[config.mk]
export PLATFORM = sky130hd
export DESIGN_NAME = frc_top
export DESIGN_NICKNAME = d
export VERILOG_FILES = /design/src/logic/frc_top.v /design/src/logic/frc_engine.v
export VERILOG_INCLUDE_DIRS = /design/src /design/src/logic
export SDC_FILE = /design/constraint.sdc
export NUM_CORES = 1
export LEC_CHECK = 0
export BUFFER_PORTS_ARGS = -buffer_cell sky130_fd_sc_hd__buf_2
export CAP_MARGIN = 20
export CORE_MARGIN = 1.5
export CORE_UTILIZATION = 50
export DETAILED_ROUTE_END_ITERATION = 6
export PLACE_DENSITY = 0.73
export SKIP_CTS_REPAIR_TIMING = 1
export SYNTH_ARGS = -nofsm -noshare
export SYNTH_HDL_FRONTEND = slang
export SYNTH_SLANG_ARGS = --single-unit
[constraint.sdc]
create_clock -name clk_i -period 4.5 [get_ports clk_i]
set_clock_uncertainty 0.05 [all_clocks]
set_input_delay 0.45 -clock clk_i [delete_from_list [all_inputs] [get_ports clk_i]]
set_output_delay 0.45 -clock clk_i [all_outputs]
set_load 0.03 [all_outputs]
[src/logic/frc_map.vh]
// Command codes, field positions, reset values and timing counts of the fault response block
`ifndef FRC_MAP_VH
`define FRC_MAP_VH

// ----------------------------------------
// Command codes
// ----------------------------------------
`define FRC_CMD_CLEAR_FAULTS 8'h03
`define FRC_CMD_UT_REACTION 8'h54
`define FRC_CMD_OV_THRESHOLD 8'h55
`define FRC_CMD_OV_REACTION 8'h56
`define FRC_CMD_TIME_UNIT 8'hD2
`define FRC_CMD_FAULT_STATUS 8'hE0

// ----------------------------------------
// Reaction byte fields
// ----------------------------------------
`define FRC_MODE_HI 7
`define FRC_MODE_LO 6
`define FRC_RETRY_HI 5
`define FRC_RETRY_LO 3
`define FRC_DELAY_HI 2
`define FRC_DELAY_LO 0
`define FRC_MODE_IGNORE 2'h0
`define FRC_MODE_DELAYED 2'h1
`define FRC_MODE_RETRY 2'h2
`define FRC_MODE_LATCH 2'h3
`define FRC_RETRY_NONE 3'h0
`define FRC_RETRY_FOREVER 3'h7

// ----------------------------------------
// Status register bits
// ----------------------------------------
`define FRC_STAT_OV_BIT 0
`define FRC_STAT_UT_BIT 1

// ----------------------------------------
// Reset values
// ----------------------------------------
`define FRC_RST_OV_THRESHOLD 16'hFFFF
`define FRC_RST_REACTION 8'h80
`define FRC_RST_TIME_UNIT 16'h03E8

// ----------------------------------------
// Timing: time unit register counts microseconds
// ----------------------------------------
`define FRC_CLK_PERIOD_NS 100
`define FRC_MICRO_NS 1000
`define FRC_MICRO_CYC (`FRC_MICRO_NS / `FRC_CLK_PERIOD_NS)

`endif

[src/logic/frc_top.v]
// Fault response control: reaction registers, timing base and output enable
`timescale 1ns/1ps
`include "frc_map.vh"

// Behaviour
// - Retry setting 7 restarts without limit until the output is commanded off.
// - Unlimited retrying stops and latches when another fault shuts the unit down.
// - The 3-bit delay field counts time units for delayed operation or retry spacing.
// - Delay codes 0 to 7 select 1, 2, 4, 8, 16, 32, 64 and 128 time units.
// - The length of one time unit comes from the separate time unit register.
// - The input over-voltage threshold is a read/write 16-bit word.
// - The input over-voltage reaction is a read/write byte selecting the response.
// - Mode 00 keeps the output running when the fault is seen.
// - Mode 01 keeps running for the delay, then follows the retry setting if the fault stays.
// - Mode 10 disables the output at once and then follows the retry setting.
// - Mode 11 disables the output and holds it off until the fault is cleared.
// - A latched fault is released by its status bit clear, clear-faults, or reset.
// - A latched fault is released when the output is commanded off and then on again.
// - Retry setting 0 attempts no restart and keeps the output off until cleared.
// - Retry settings 1 to 6 give that many spaced restarts, then latch off if all fail.
module frc_top (
   // Clock and reset
   input wire clk_i,
   input wire nrst_i,
   // Command port
   input wire cmd_wr_i,
   input wire cmd_rd_i,
   input wire [7:0] cmd_code_i,
   input wire [15:0] cmd_wdata_i,
   output reg [15:0] cmd_rdata_o,
   output reg cmd_ack_o,
   // Sensing and on/off control
   input wire [15:0] vin_level_i,
   input wire ut_fault_i,
   input wire ctrl_pin_on_i,
   input wire operation_on_i,
   // Converter control and status
   output reg output_en_o,
   output reg ov_status_o,
   output reg ut_status_o
);

   reg [15:0] ov_threshold_r;
   reg [7:0] ov_reaction_r;
   reg [7:0] ut_reaction_r;
   reg [15:0] time_unit_r;
   reg [15:0] rdata_nxt;
   reg [3:0] div_r;
   reg tick_r;
   reg ov_fault_r;
   reg on_d_r;
   reg ov_stat_clr_r;
   reg ut_stat_clr_r;
   reg clear_all_r;
   wire on_now;
   wire on_rise;
   wire ov_dis;
   wire ut_dis;
   wire ov_latched;
   wire ut_latched;
   wire ov_release;
   wire ut_release;
   wire wr_ov_thr;
   wire wr_ov_react;
   wire wr_ut_react;
   wire wr_time_unit;
   wire wr_clear;
   wire wr_status;
   wire ov_over;
   wire ov_status_nxt;
   wire ut_status_nxt;
   wire output_en_nxt;

   localparam integer DIV_LAST = `FRC_MICRO_CYC - 1;

   // ----------------------------------------
   // Microsecond time base
   // ----------------------------------------
   // One shared tick keeps both sequencers on the same time grid
   always @(posedge clk_i) begin
      if (!nrst_i) begin
         div_r <= 4'h0;
         tick_r <= 1'b0;
      end else if (div_r == DIV_LAST[3:0]) begin
         div_r <= 4'h0;
         tick_r <= 1'b1;
      end else begin
         div_r <= div_r + 4'h1;
         tick_r <= 1'b0;
      end
   end

   // ----------------------------------------
   // Command registers
   // ----------------------------------------
   // Decoded one access at a time: the host never raises both strobes together
   assign wr_ov_thr = cmd_wr_i && (cmd_code_i == `FRC_CMD_OV_THRESHOLD);
   assign wr_ov_react = cmd_wr_i && (cmd_code_i == `FRC_CMD_OV_REACTION);
   assign wr_ut_react = cmd_wr_i && (cmd_code_i == `FRC_CMD_UT_REACTION);
   assign wr_time_unit = cmd_wr_i && (cmd_code_i == `FRC_CMD_TIME_UNIT);
   assign wr_clear = cmd_wr_i && (cmd_code_i == `FRC_CMD_CLEAR_FAULTS);
   assign wr_status = cmd_wr_i && (cmd_code_i == `FRC_CMD_FAULT_STATUS);

   // Unmapped codes read as zero; no error is flagged to the host
   always @* begin
      case (cmd_code_i)
         `FRC_CMD_OV_THRESHOLD: rdata_nxt = ov_threshold_r;
         `FRC_CMD_OV_REACTION: rdata_nxt = {8'h00, ov_reaction_r};
         `FRC_CMD_UT_REACTION: rdata_nxt = {8'h00, ut_reaction_r};
         `FRC_CMD_TIME_UNIT: rdata_nxt = time_unit_r;
         `FRC_CMD_FAULT_STATUS: rdata_nxt = {14'h0, ut_status_o, ov_status_o};
         default: rdata_nxt = 16'h0000;
      endcase
   end

   always @(posedge clk_i) begin
      if (!nrst_i) begin
         ov_threshold_r <= `FRC_RST_OV_THRESHOLD;
         ov_reaction_r <= `FRC_RST_REACTION;
         ut_reaction_r <= `FRC_RST_REACTION;
         time_unit_r <= `FRC_RST_TIME_UNIT;
         cmd_rdata_o <= 16'h0000;
         cmd_ack_o <= 1'b0;
         ov_stat_clr_r <= 1'b0;
         ut_stat_clr_r <= 1'b0;
         clear_all_r <= 1'b0;
      end else begin
         cmd_ack_o <= cmd_wr_i || cmd_rd_i;
         // Clears are registered so they act one edge after the write, like the ack
         clear_all_r <= wr_clear;
         ov_stat_clr_r <= wr_status && cmd_wdata_i[`FRC_STAT_OV_BIT];
         ut_stat_clr_r <= wr_status && cmd_wdata_i[`FRC_STAT_UT_BIT];
         if (wr_ov_thr)
            ov_threshold_r <= cmd_wdata_i;
         if (wr_ov_react)
            ov_reaction_r <= cmd_wdata_i[7:0];
         if (wr_ut_react)
            ut_reaction_r <= cmd_wdata_i[7:0];
         if (wr_time_unit)
            time_unit_r <= cmd_wdata_i;
         // Read data stands until the next read, so a slow host may fetch it late
         if (cmd_rd_i)
            cmd_rdata_o <= rdata_nxt;
      end
   end

   // ----------------------------------------
   // Fault detection and release sources
   // ----------------------------------------
   // Raw compare: threshold and level must share one linear exponent
   assign ov_over = (vin_level_i > ov_threshold_r);
   assign on_now = ctrl_pin_on_i && operation_on_i;
   assign on_rise = on_now && !on_d_r;
   assign ov_release = clear_all_r || ov_stat_clr_r || on_rise;
   assign ut_release = clear_all_r || ut_stat_clr_r || on_rise;
   // Set wins over a clear in the same cycle
   assign ov_status_nxt = ov_fault_r || (ov_status_o && !(ov_stat_clr_r || clear_all_r));
   assign ut_status_nxt = ut_fault_i || (ut_status_o && !(ut_stat_clr_r || clear_all_r));
   // Either sequencer may hold the output off; neither can force it on
   assign output_en_nxt = on_now && !ov_dis && !ut_dis;

   always @(posedge clk_i) begin
      if (!nrst_i) begin
         ov_fault_r <= 1'b0;
         // Idle level of the on command, so leaving reset is no off-to-on edge
         on_d_r <= 1'b1;
         ov_status_o <= 1'b0;
         ut_status_o <= 1'b0;
         output_en_o <= 1'b0;
      end else begin
         ov_fault_r <= ov_over;
         on_d_r <= on_now;
         ov_status_o <= ov_status_nxt;
         ut_status_o <= ut_status_nxt;
         output_en_o <= output_en_nxt;
      end
   end

   // ----------------------------------------
   // Reaction sequencers
   // ----------------------------------------
   // Each sequencer sees the other's latch as the shutdown that ends endless retries
   frc_engine #(.TW(16)) u_ov (
      .clk_i(clk_i),
      .nrst_i(nrst_i),
      .tick_i(tick_r),
      .unit_i(time_unit_r),
      .fault_i(ov_fault_r),
      .reaction_i(ov_reaction_r),
      .release_i(ov_release),
      .on_i(on_now),
      .other_off_i(ut_latched),
      .disable_o(ov_dis),
      .latched_o(ov_latched)
   );

   frc_engine #(.TW(16)) u_ut (
      .clk_i(clk_i),
      .nrst_i(nrst_i),
      .tick_i(tick_r),
      .unit_i(time_unit_r),
      .fault_i(ut_fault_i),
      .reaction_i(ut_reaction_r),
      .release_i(ut_release),
      .on_i(on_now),
      .other_off_i(ov_latched),
      .disable_o(ut_dis),
      .latched_o(ut_latched)
   );

endmodule

[src/logic/frc_engine.v]
// One fault reaction sequencer: ignore, delayed, retrying or latching response
`timescale 1ns/1ps
`include "frc_map.vh"

module frc_engine #(
   parameter TW = 16
) (
   // Clock and reset
   input wire clk_i,
   input wire nrst_i,
   // Timing
   input wire tick_i,
   input wire [TW-1:0] unit_i,
   // Fault and control
   input wire fault_i,
   input wire [7:0] reaction_i,
   input wire release_i,
   input wire on_i,
   input wire other_off_i,
   // State
   output wire disable_o,
   output wire latched_o
);

   localparam S_IDLE = 3'h0;
   localparam S_DELAY = 3'h1;
   localparam S_WAIT = 3'h2;
   localparam S_TRY = 3'h3;
   localparam S_LATCH = 3'h4;
   localparam CW = TW + 8;

   reg [2:0] state_r;
   reg [7:0] react_r;
   reg [2:0] left_r;
   reg [CW-1:0] cnt_r;
   wire [CW-1:0] target;
   wire [CW-1:0] cnt_inc;
   wire timer_done;
   wire forever_mode;
   wire [2:0] retries;

   // Interval length in microseconds = unit length times 2**code
   assign target = {8'h00, unit_i} << react_r[`FRC_DELAY_HI:`FRC_DELAY_LO];
   assign cnt_inc = cnt_r + {{(CW-1){1'b0}}, 1'b1};
   assign timer_done = tick_i && (cnt_inc >= target);
   assign retries = react_r[`FRC_RETRY_HI:`FRC_RETRY_LO];
   assign forever_mode = (retries == `FRC_RETRY_FOREVER);

   assign disable_o = (state_r == S_WAIT) || (state_r == S_LATCH);
   assign latched_o = (state_r == S_LATCH);

   always @(posedge clk_i) begin
      if (!nrst_i) begin
         state_r <= S_IDLE;
         react_r <= 8'h00;
         left_r <= 3'h0;
         cnt_r <= {CW{1'b0}};
      end else if (release_i && state_r != S_IDLE) begin
         state_r <= S_IDLE;
      end else begin
         if (tick_i)
            cnt_r <= cnt_inc;
         case (state_r)
            S_IDLE: begin
               cnt_r <= {CW{1'b0}};
               // Snapshot so a later write cannot bend a running sequence
               react_r <= reaction_i;
               if (fault_i) begin
                  case (reaction_i[`FRC_MODE_HI:`FRC_MODE_LO])
                     `FRC_MODE_DELAYED: state_r <= S_DELAY;
                     `FRC_MODE_RETRY: begin
                        if (reaction_i[`FRC_RETRY_HI:`FRC_RETRY_LO] == `FRC_RETRY_NONE)
                           state_r <= S_LATCH;
                        else
                           state_r <= S_WAIT;
                        left_r <= reaction_i[`FRC_RETRY_HI:`FRC_RETRY_LO];
                     end
                     `FRC_MODE_LATCH: state_r <= S_LATCH;
                     default: state_r <= S_IDLE;
                  endcase
               end
            end
            S_DELAY: begin
               if (timer_done) begin
                  cnt_r <= {CW{1'b0}};
                  left_r <= retries;
                  if (!fault_i)
                     state_r <= S_IDLE;
                  else if (retries == `FRC_RETRY_NONE)
                     state_r <= S_LATCH;
                  else
                     state_r <= S_WAIT;
               end
            end
            S_WAIT: begin
               if (forever_mode && other_off_i)
                  state_r <= S_LATCH;
               else if (forever_mode && !on_i)
                  state_r <= S_IDLE;
               else if (timer_done) begin
                  cnt_r <= {CW{1'b0}};
                  state_r <= S_TRY;
               end
            end
            S_TRY: begin
               // Output released for one cycle, then the fault is sampled
               cnt_r <= {CW{1'b0}};
               if (!fault_i)
                  state_r <= S_IDLE;
               else if (forever_mode) begin
                  state_r <= other_off_i ? S_LATCH : S_WAIT;
               end else if (left_r > 3'h1) begin
                  left_r <= left_r - 3'h1;
                  state_r <= S_WAIT;
               end else
                  state_r <= S_LATCH;
            end
            S_LATCH: state_r <= S_LATCH;
            default: state_r <= S_IDLE;
         endcase
      end
   end

endmodule

==> metrics.md <==
| Metric | Value |
|---|---|
| Final HPWL from detailed placement | 19500 um |
| Leading post-synthesis cells by cell area | dfxtp_1, ha_1, mux2i_1 |
| Worst relative slew slack | approximately 33% |
| Pwr dens | between 200 and 300 nW/um2 |
| Total Routed Length | ~26000 um |
| Horizontal die dimension | approximately 140 um |
| Count of state elements after synthesis | 150 |
| Share of the synthesized netlist area taken by xor and xnor gates | about 4.2% |
| Relative area change from synthesis to final layout | 11.5% |
| CP Data Arrival Time | 4.39 ns |
| Classification of the worst setup path | reg -> reg |
| Pin count of the biggest net entering global routing | 65 |
| Number of buffers created by CTS | 17 |
| Depth of the most critical reg-to-reg path | 16 |
| Period utilisation layout | 91.6% |
| Combined area of the multi-input logic cells | between 6000 and 7000 um2 |
| Internal Pwr Total | approximately 2.2 mW |
| Highest Signal Layer | met4 |
| Register-to-register setup slack | between 0.3 and 0.4 ns |
| Layout cell share with drive strength beyond 1 | between 10% and 20% |
| Top-level port count | 67 |
| Latest clock arrival within the worst-skew pair | 0.43 ns |
| Max FO, Critical Path | 16 |
| Switching Fraction | ~26% |
| Maximum cell stage delay along the critical path | approximately 0.44 ns |
| Endpoint kind of the worst setup timing path | register |
| Synthesized area per cell | approximately 8.3 um2 |
| Standard-cell row count | 51 |
| Largest family of logic cells by synthesized area | simple AND/OR/NAND/NOR gates |
| Sw Pwr | roughly 0.75 mW |
| Sinks on Clock Net | 150 |
| Routability cong. | roughly 0.9 |
| Share of the synthesized area in compound gates (AO/OA/AOI/OAI) | 20.3% |
| Maximum resistive drop on vdd | roughly 0.27 mV |
| Maximum count of clock buffers along a single path | 2 |
| Capture instance of the worst register-to-register path | u_ut.cnt_r[6]$_SDFFE_PN0N_ |
| Total of buffers placed on input and output ports | between 60 and 70 |
| Type of the worst min-delay path | in -> reg |
| Via-per-instance ratio | about 6 |
| Clock slew seen by the registers of the worst setup and hold paths | approximately 0.070 ns |
| Library cell with the highest instance count after synthesis | dfxtp_1 |
| Count of max-cap constraint violations | 0 |
| Total cell area at the placement stage | 10400 um2 |
| Time the final worst path needs with I/O delays and setup | between 4 and 5 ns |
| CP Launch Point | u_ut.cnt_r[0]$_SDFFE_PN0N_ |
| Share of synthesized cell area in and, or, nand and nor gates | a little over a fifth |
| Final hold violation count | 0 |
| Core area | 19500 um2 |
| Clock share of power | a little under 50% |
| Final Slew Violations | 0 |
| Reg-to-reg critical path startpoint | u_ut.cnt_r[0]$_SDFFE_PN0N_ |
| Wire length on met3 | approximately 1600 um |
| Cell Count Post-Placement | between 1000 and 1500 |
| First DRT Iteration DRCs | around 710 |
| DRT antenna net count | 0 |
| Worst Hold Launch | cmd_code_i[6] |
| Total routed wire length on the met1 layer | around 12000 um |
| Die area | ~21000 um2 |
| Power, Total | around 3 mW |
| Unique cell type count in the Yosys netlist | just under 80 |
| Register share of total power | between 40% and 50% |
| End of the critical path | u_ut.cnt_r[6]$_SDFFE_PN0N_ |
| Final number of setup-violating endpoints | 0 |
| Cell Area, Synth | approximately 9900 um2 |
| Share of synthesized registers carrying an async set or reset | 0% |
| Routed wl met2 | ~12000 um |
| Total Nets Final | ~1400 |
| Unrepaired setup endpoints after global routing | no |
| Portion of netlist area occupied by mux cells | between 10% and 20% |
| Cell with the largest stage delay on the worst path | dfxtp_1 |
| Average detailed-routed wire length per instance | 17.5 um |
| Synthesized-area fraction occupied by adder cells | under 10% |
| TritonCTS clock tree | done |
| Total non-filler cell area in the finished layout | ~11000 um2 |
| H-tree level count | 4 |
| Transition time at the pin with the least slew margin | 1.01 ns |
| Starting density of the core | between 50% and 60% |
| Reg area | 3000 um2 |
| List of cells traversed by the critical path | ha_1 > and4_1 > and4_1 > and3_1 > and2_1 > nand4_1 > xnor2_1 > ha_1 > nand3_1 > nor4_2 > nand2_1 > a21oi_2 > o32ai_4 > buf_12 > a21o_4 > a32o_1 |
| Seq/Total Area, Yosys | 30.2% |
| Startpoint class of the critical path | register |
| Die Y-Extent | about 140 um |
| Outcome | finished, final reports clean |
| Share of the synthesized area in the top cell type | between 30% and 40% |
| Number of iterations in the first detailed-routing pass | 5 |
| Initial antenna violation count | 0 |
| Number of remaining DRC errors | 0 |
| Crit path required time | between 4 and 5 ns |
| Number of diodes added for antenna fixing | 0 |
| Crit path buffers/inverters | 1 |
| Leftover overflow at the end of global routing | 0 |
| Synth Net Count | between 1000 and 1500 |
| Upper clock frequency limit | 243 MHz |
| Core Util, Final | 56.9% |
| Number of flops mapped to enable cells by yosys | 0 |
| Leakage power | 4.33 nW |
| Setup TNS Final | 0 ns |
| First-pass GRT wire length | 43300 um |
| Root cell of the clock tree | clkbuf_16 |
| WP depth | 16 |
| Yosys Warn Count | 0 |
| Synthesized instance count | approximately 1200 |
| Via count | just over 9000 |
| Number of global-route vias before repair | 8399 |
| Worst path top cell family by delay | simple AND/OR/NAND/NOR gates |
| Share of power burned in combinational logic | 5.3% |
| Final non-filler cell total | 1511 |
| Count of filler cells inserted in the layout | approximately 1800 |
| Cell types with the highest counts after synthesis | dfxtp_1, nand2_1, nor2_1 |
| Global-route usage over all layers | between 20% and 30% |
| Cell type with the highest aggregate area in the netlist | dfxtp_1 |
| Main flop type after synthesis | dfxtp_1 |
-- cell usage in the layout, fill, tap and decap left out, types with 9 or more instances in the layout --
master,synthesis,routed
dfxtp_1,150,150
nand2_1,149,149
nor2_1,111,111
a21oi_1,104,103
ha_1,70,70
buf_2,10,66
mux2i_1,58,58
nand3_1,45,45
inv_1,41,41
o21ai_0,33,33
xnor2_1,33,33
o211ai_1,21,21
buf_4,1,20
nor3_1,19,19
nand4_1,18,18
a22o_1,18,18
a32o_1,17,17
clkbuf_16,0,17
xor2_1,15,15
nor2b_1,15,15
a211oi_1,15,15
mux4_2,14,14
and3_1,13,13
or3_1,12,12
a22oi_1,11,11
mux2_2,9,9
nor3b_1,9,9
-- through the flow --
step	hold WS, ns	setup WS (ns)
after floorplan	0.383	0.651
after global placement	0.405	0.376
after detailed placement	0.412	0.228
after CTS	0.140	0.181
after global routing	0.161	0.0729
final	0.153	0.380
-- sequential cells by signal (all words and copies together) (netlist names), 3 cells and up --
signal,cells
ut_reaction_r,8
u_ov.cnt_r,24
time_unit_r,16
ov_threshold_r,16
u_ut.react_r,6
ov_reaction_r,8
div_r,4
cmd_rdata_o,16
u_ut.cnt_r,24
u_ov.react_r,6
u_ov.state_r,3
u_ut.left_r,3
u_ov.left_r,3
u_ut.state_r,3
-- worst reg2reg max path, delay by kind of cell, from the launching register on --
kind	cells	cell delay (ns)
buf+inv	1	0.17
simple gates	8	1.73
xor+xnor	1	0.18
compound gates	4	0.88
flops	1	0.44
fa+ha+maj	2	0.58
-- worst min-delay path by stage --
stage	to	slack [ns]	cells after the start
global placement	div_r[0]$_SDFF_PP0_	0.41	1
floorplan	div_r[0]$_SDFF_PP0_	0.38	1
detailed placement	div_r[0]$_SDFF_PP0_	0.41	1
CTS	clear_all_r$_SDFF_PN0_	0.14	2
finish	clear_all_r$_SDFF_PN0_	0.15	2
global route	clear_all_r$_SDFF_PN0_	0.16	2
-- power groups by stage --
stage	registers [mW]	clock network (mW)	logic [mW]
6_report	1.35	1.43	0.156
5_1_grt	1.35	1.50	0.170
4_1_cts	1.35	1.45	0.150
3_5_place_dp	1.38	0	0.149
3_3_place_gp	1.38	0	0.148
2_1_floorplan	1.38	0	0.0876
-- area by class of cell --
class	instances	area share (%)
multi-input cells	931	58.5
clock inverters	15	1.45
flip-flops and latches	150	27.1
repair buffers	88	4.62
inverters	45	1.53
clock buffers	17	3.84
well taps	265	2.99
-- kinds of logic (layout without fill, tap and decap cells) --
logic type               after synthesis  in the layout
AO/OA/AOI/OAI                        291            291
adder cells (fa/ha/maj)               70             70
buffers and inverters                123            165
flip-flops                           150            150
multiplexers                          81             81
AND/OR/NAND/NOR                      441            441
XOR/XNOR                              48             48
-- layer usage --
layer	global-route usage [%]	up-vias
met4	10.4	0
met2	42.8	325
met5	0	-
met3	3.60	43
li1	-	4449
met1	35.7	4260
(Power assumes the default switching activity.)
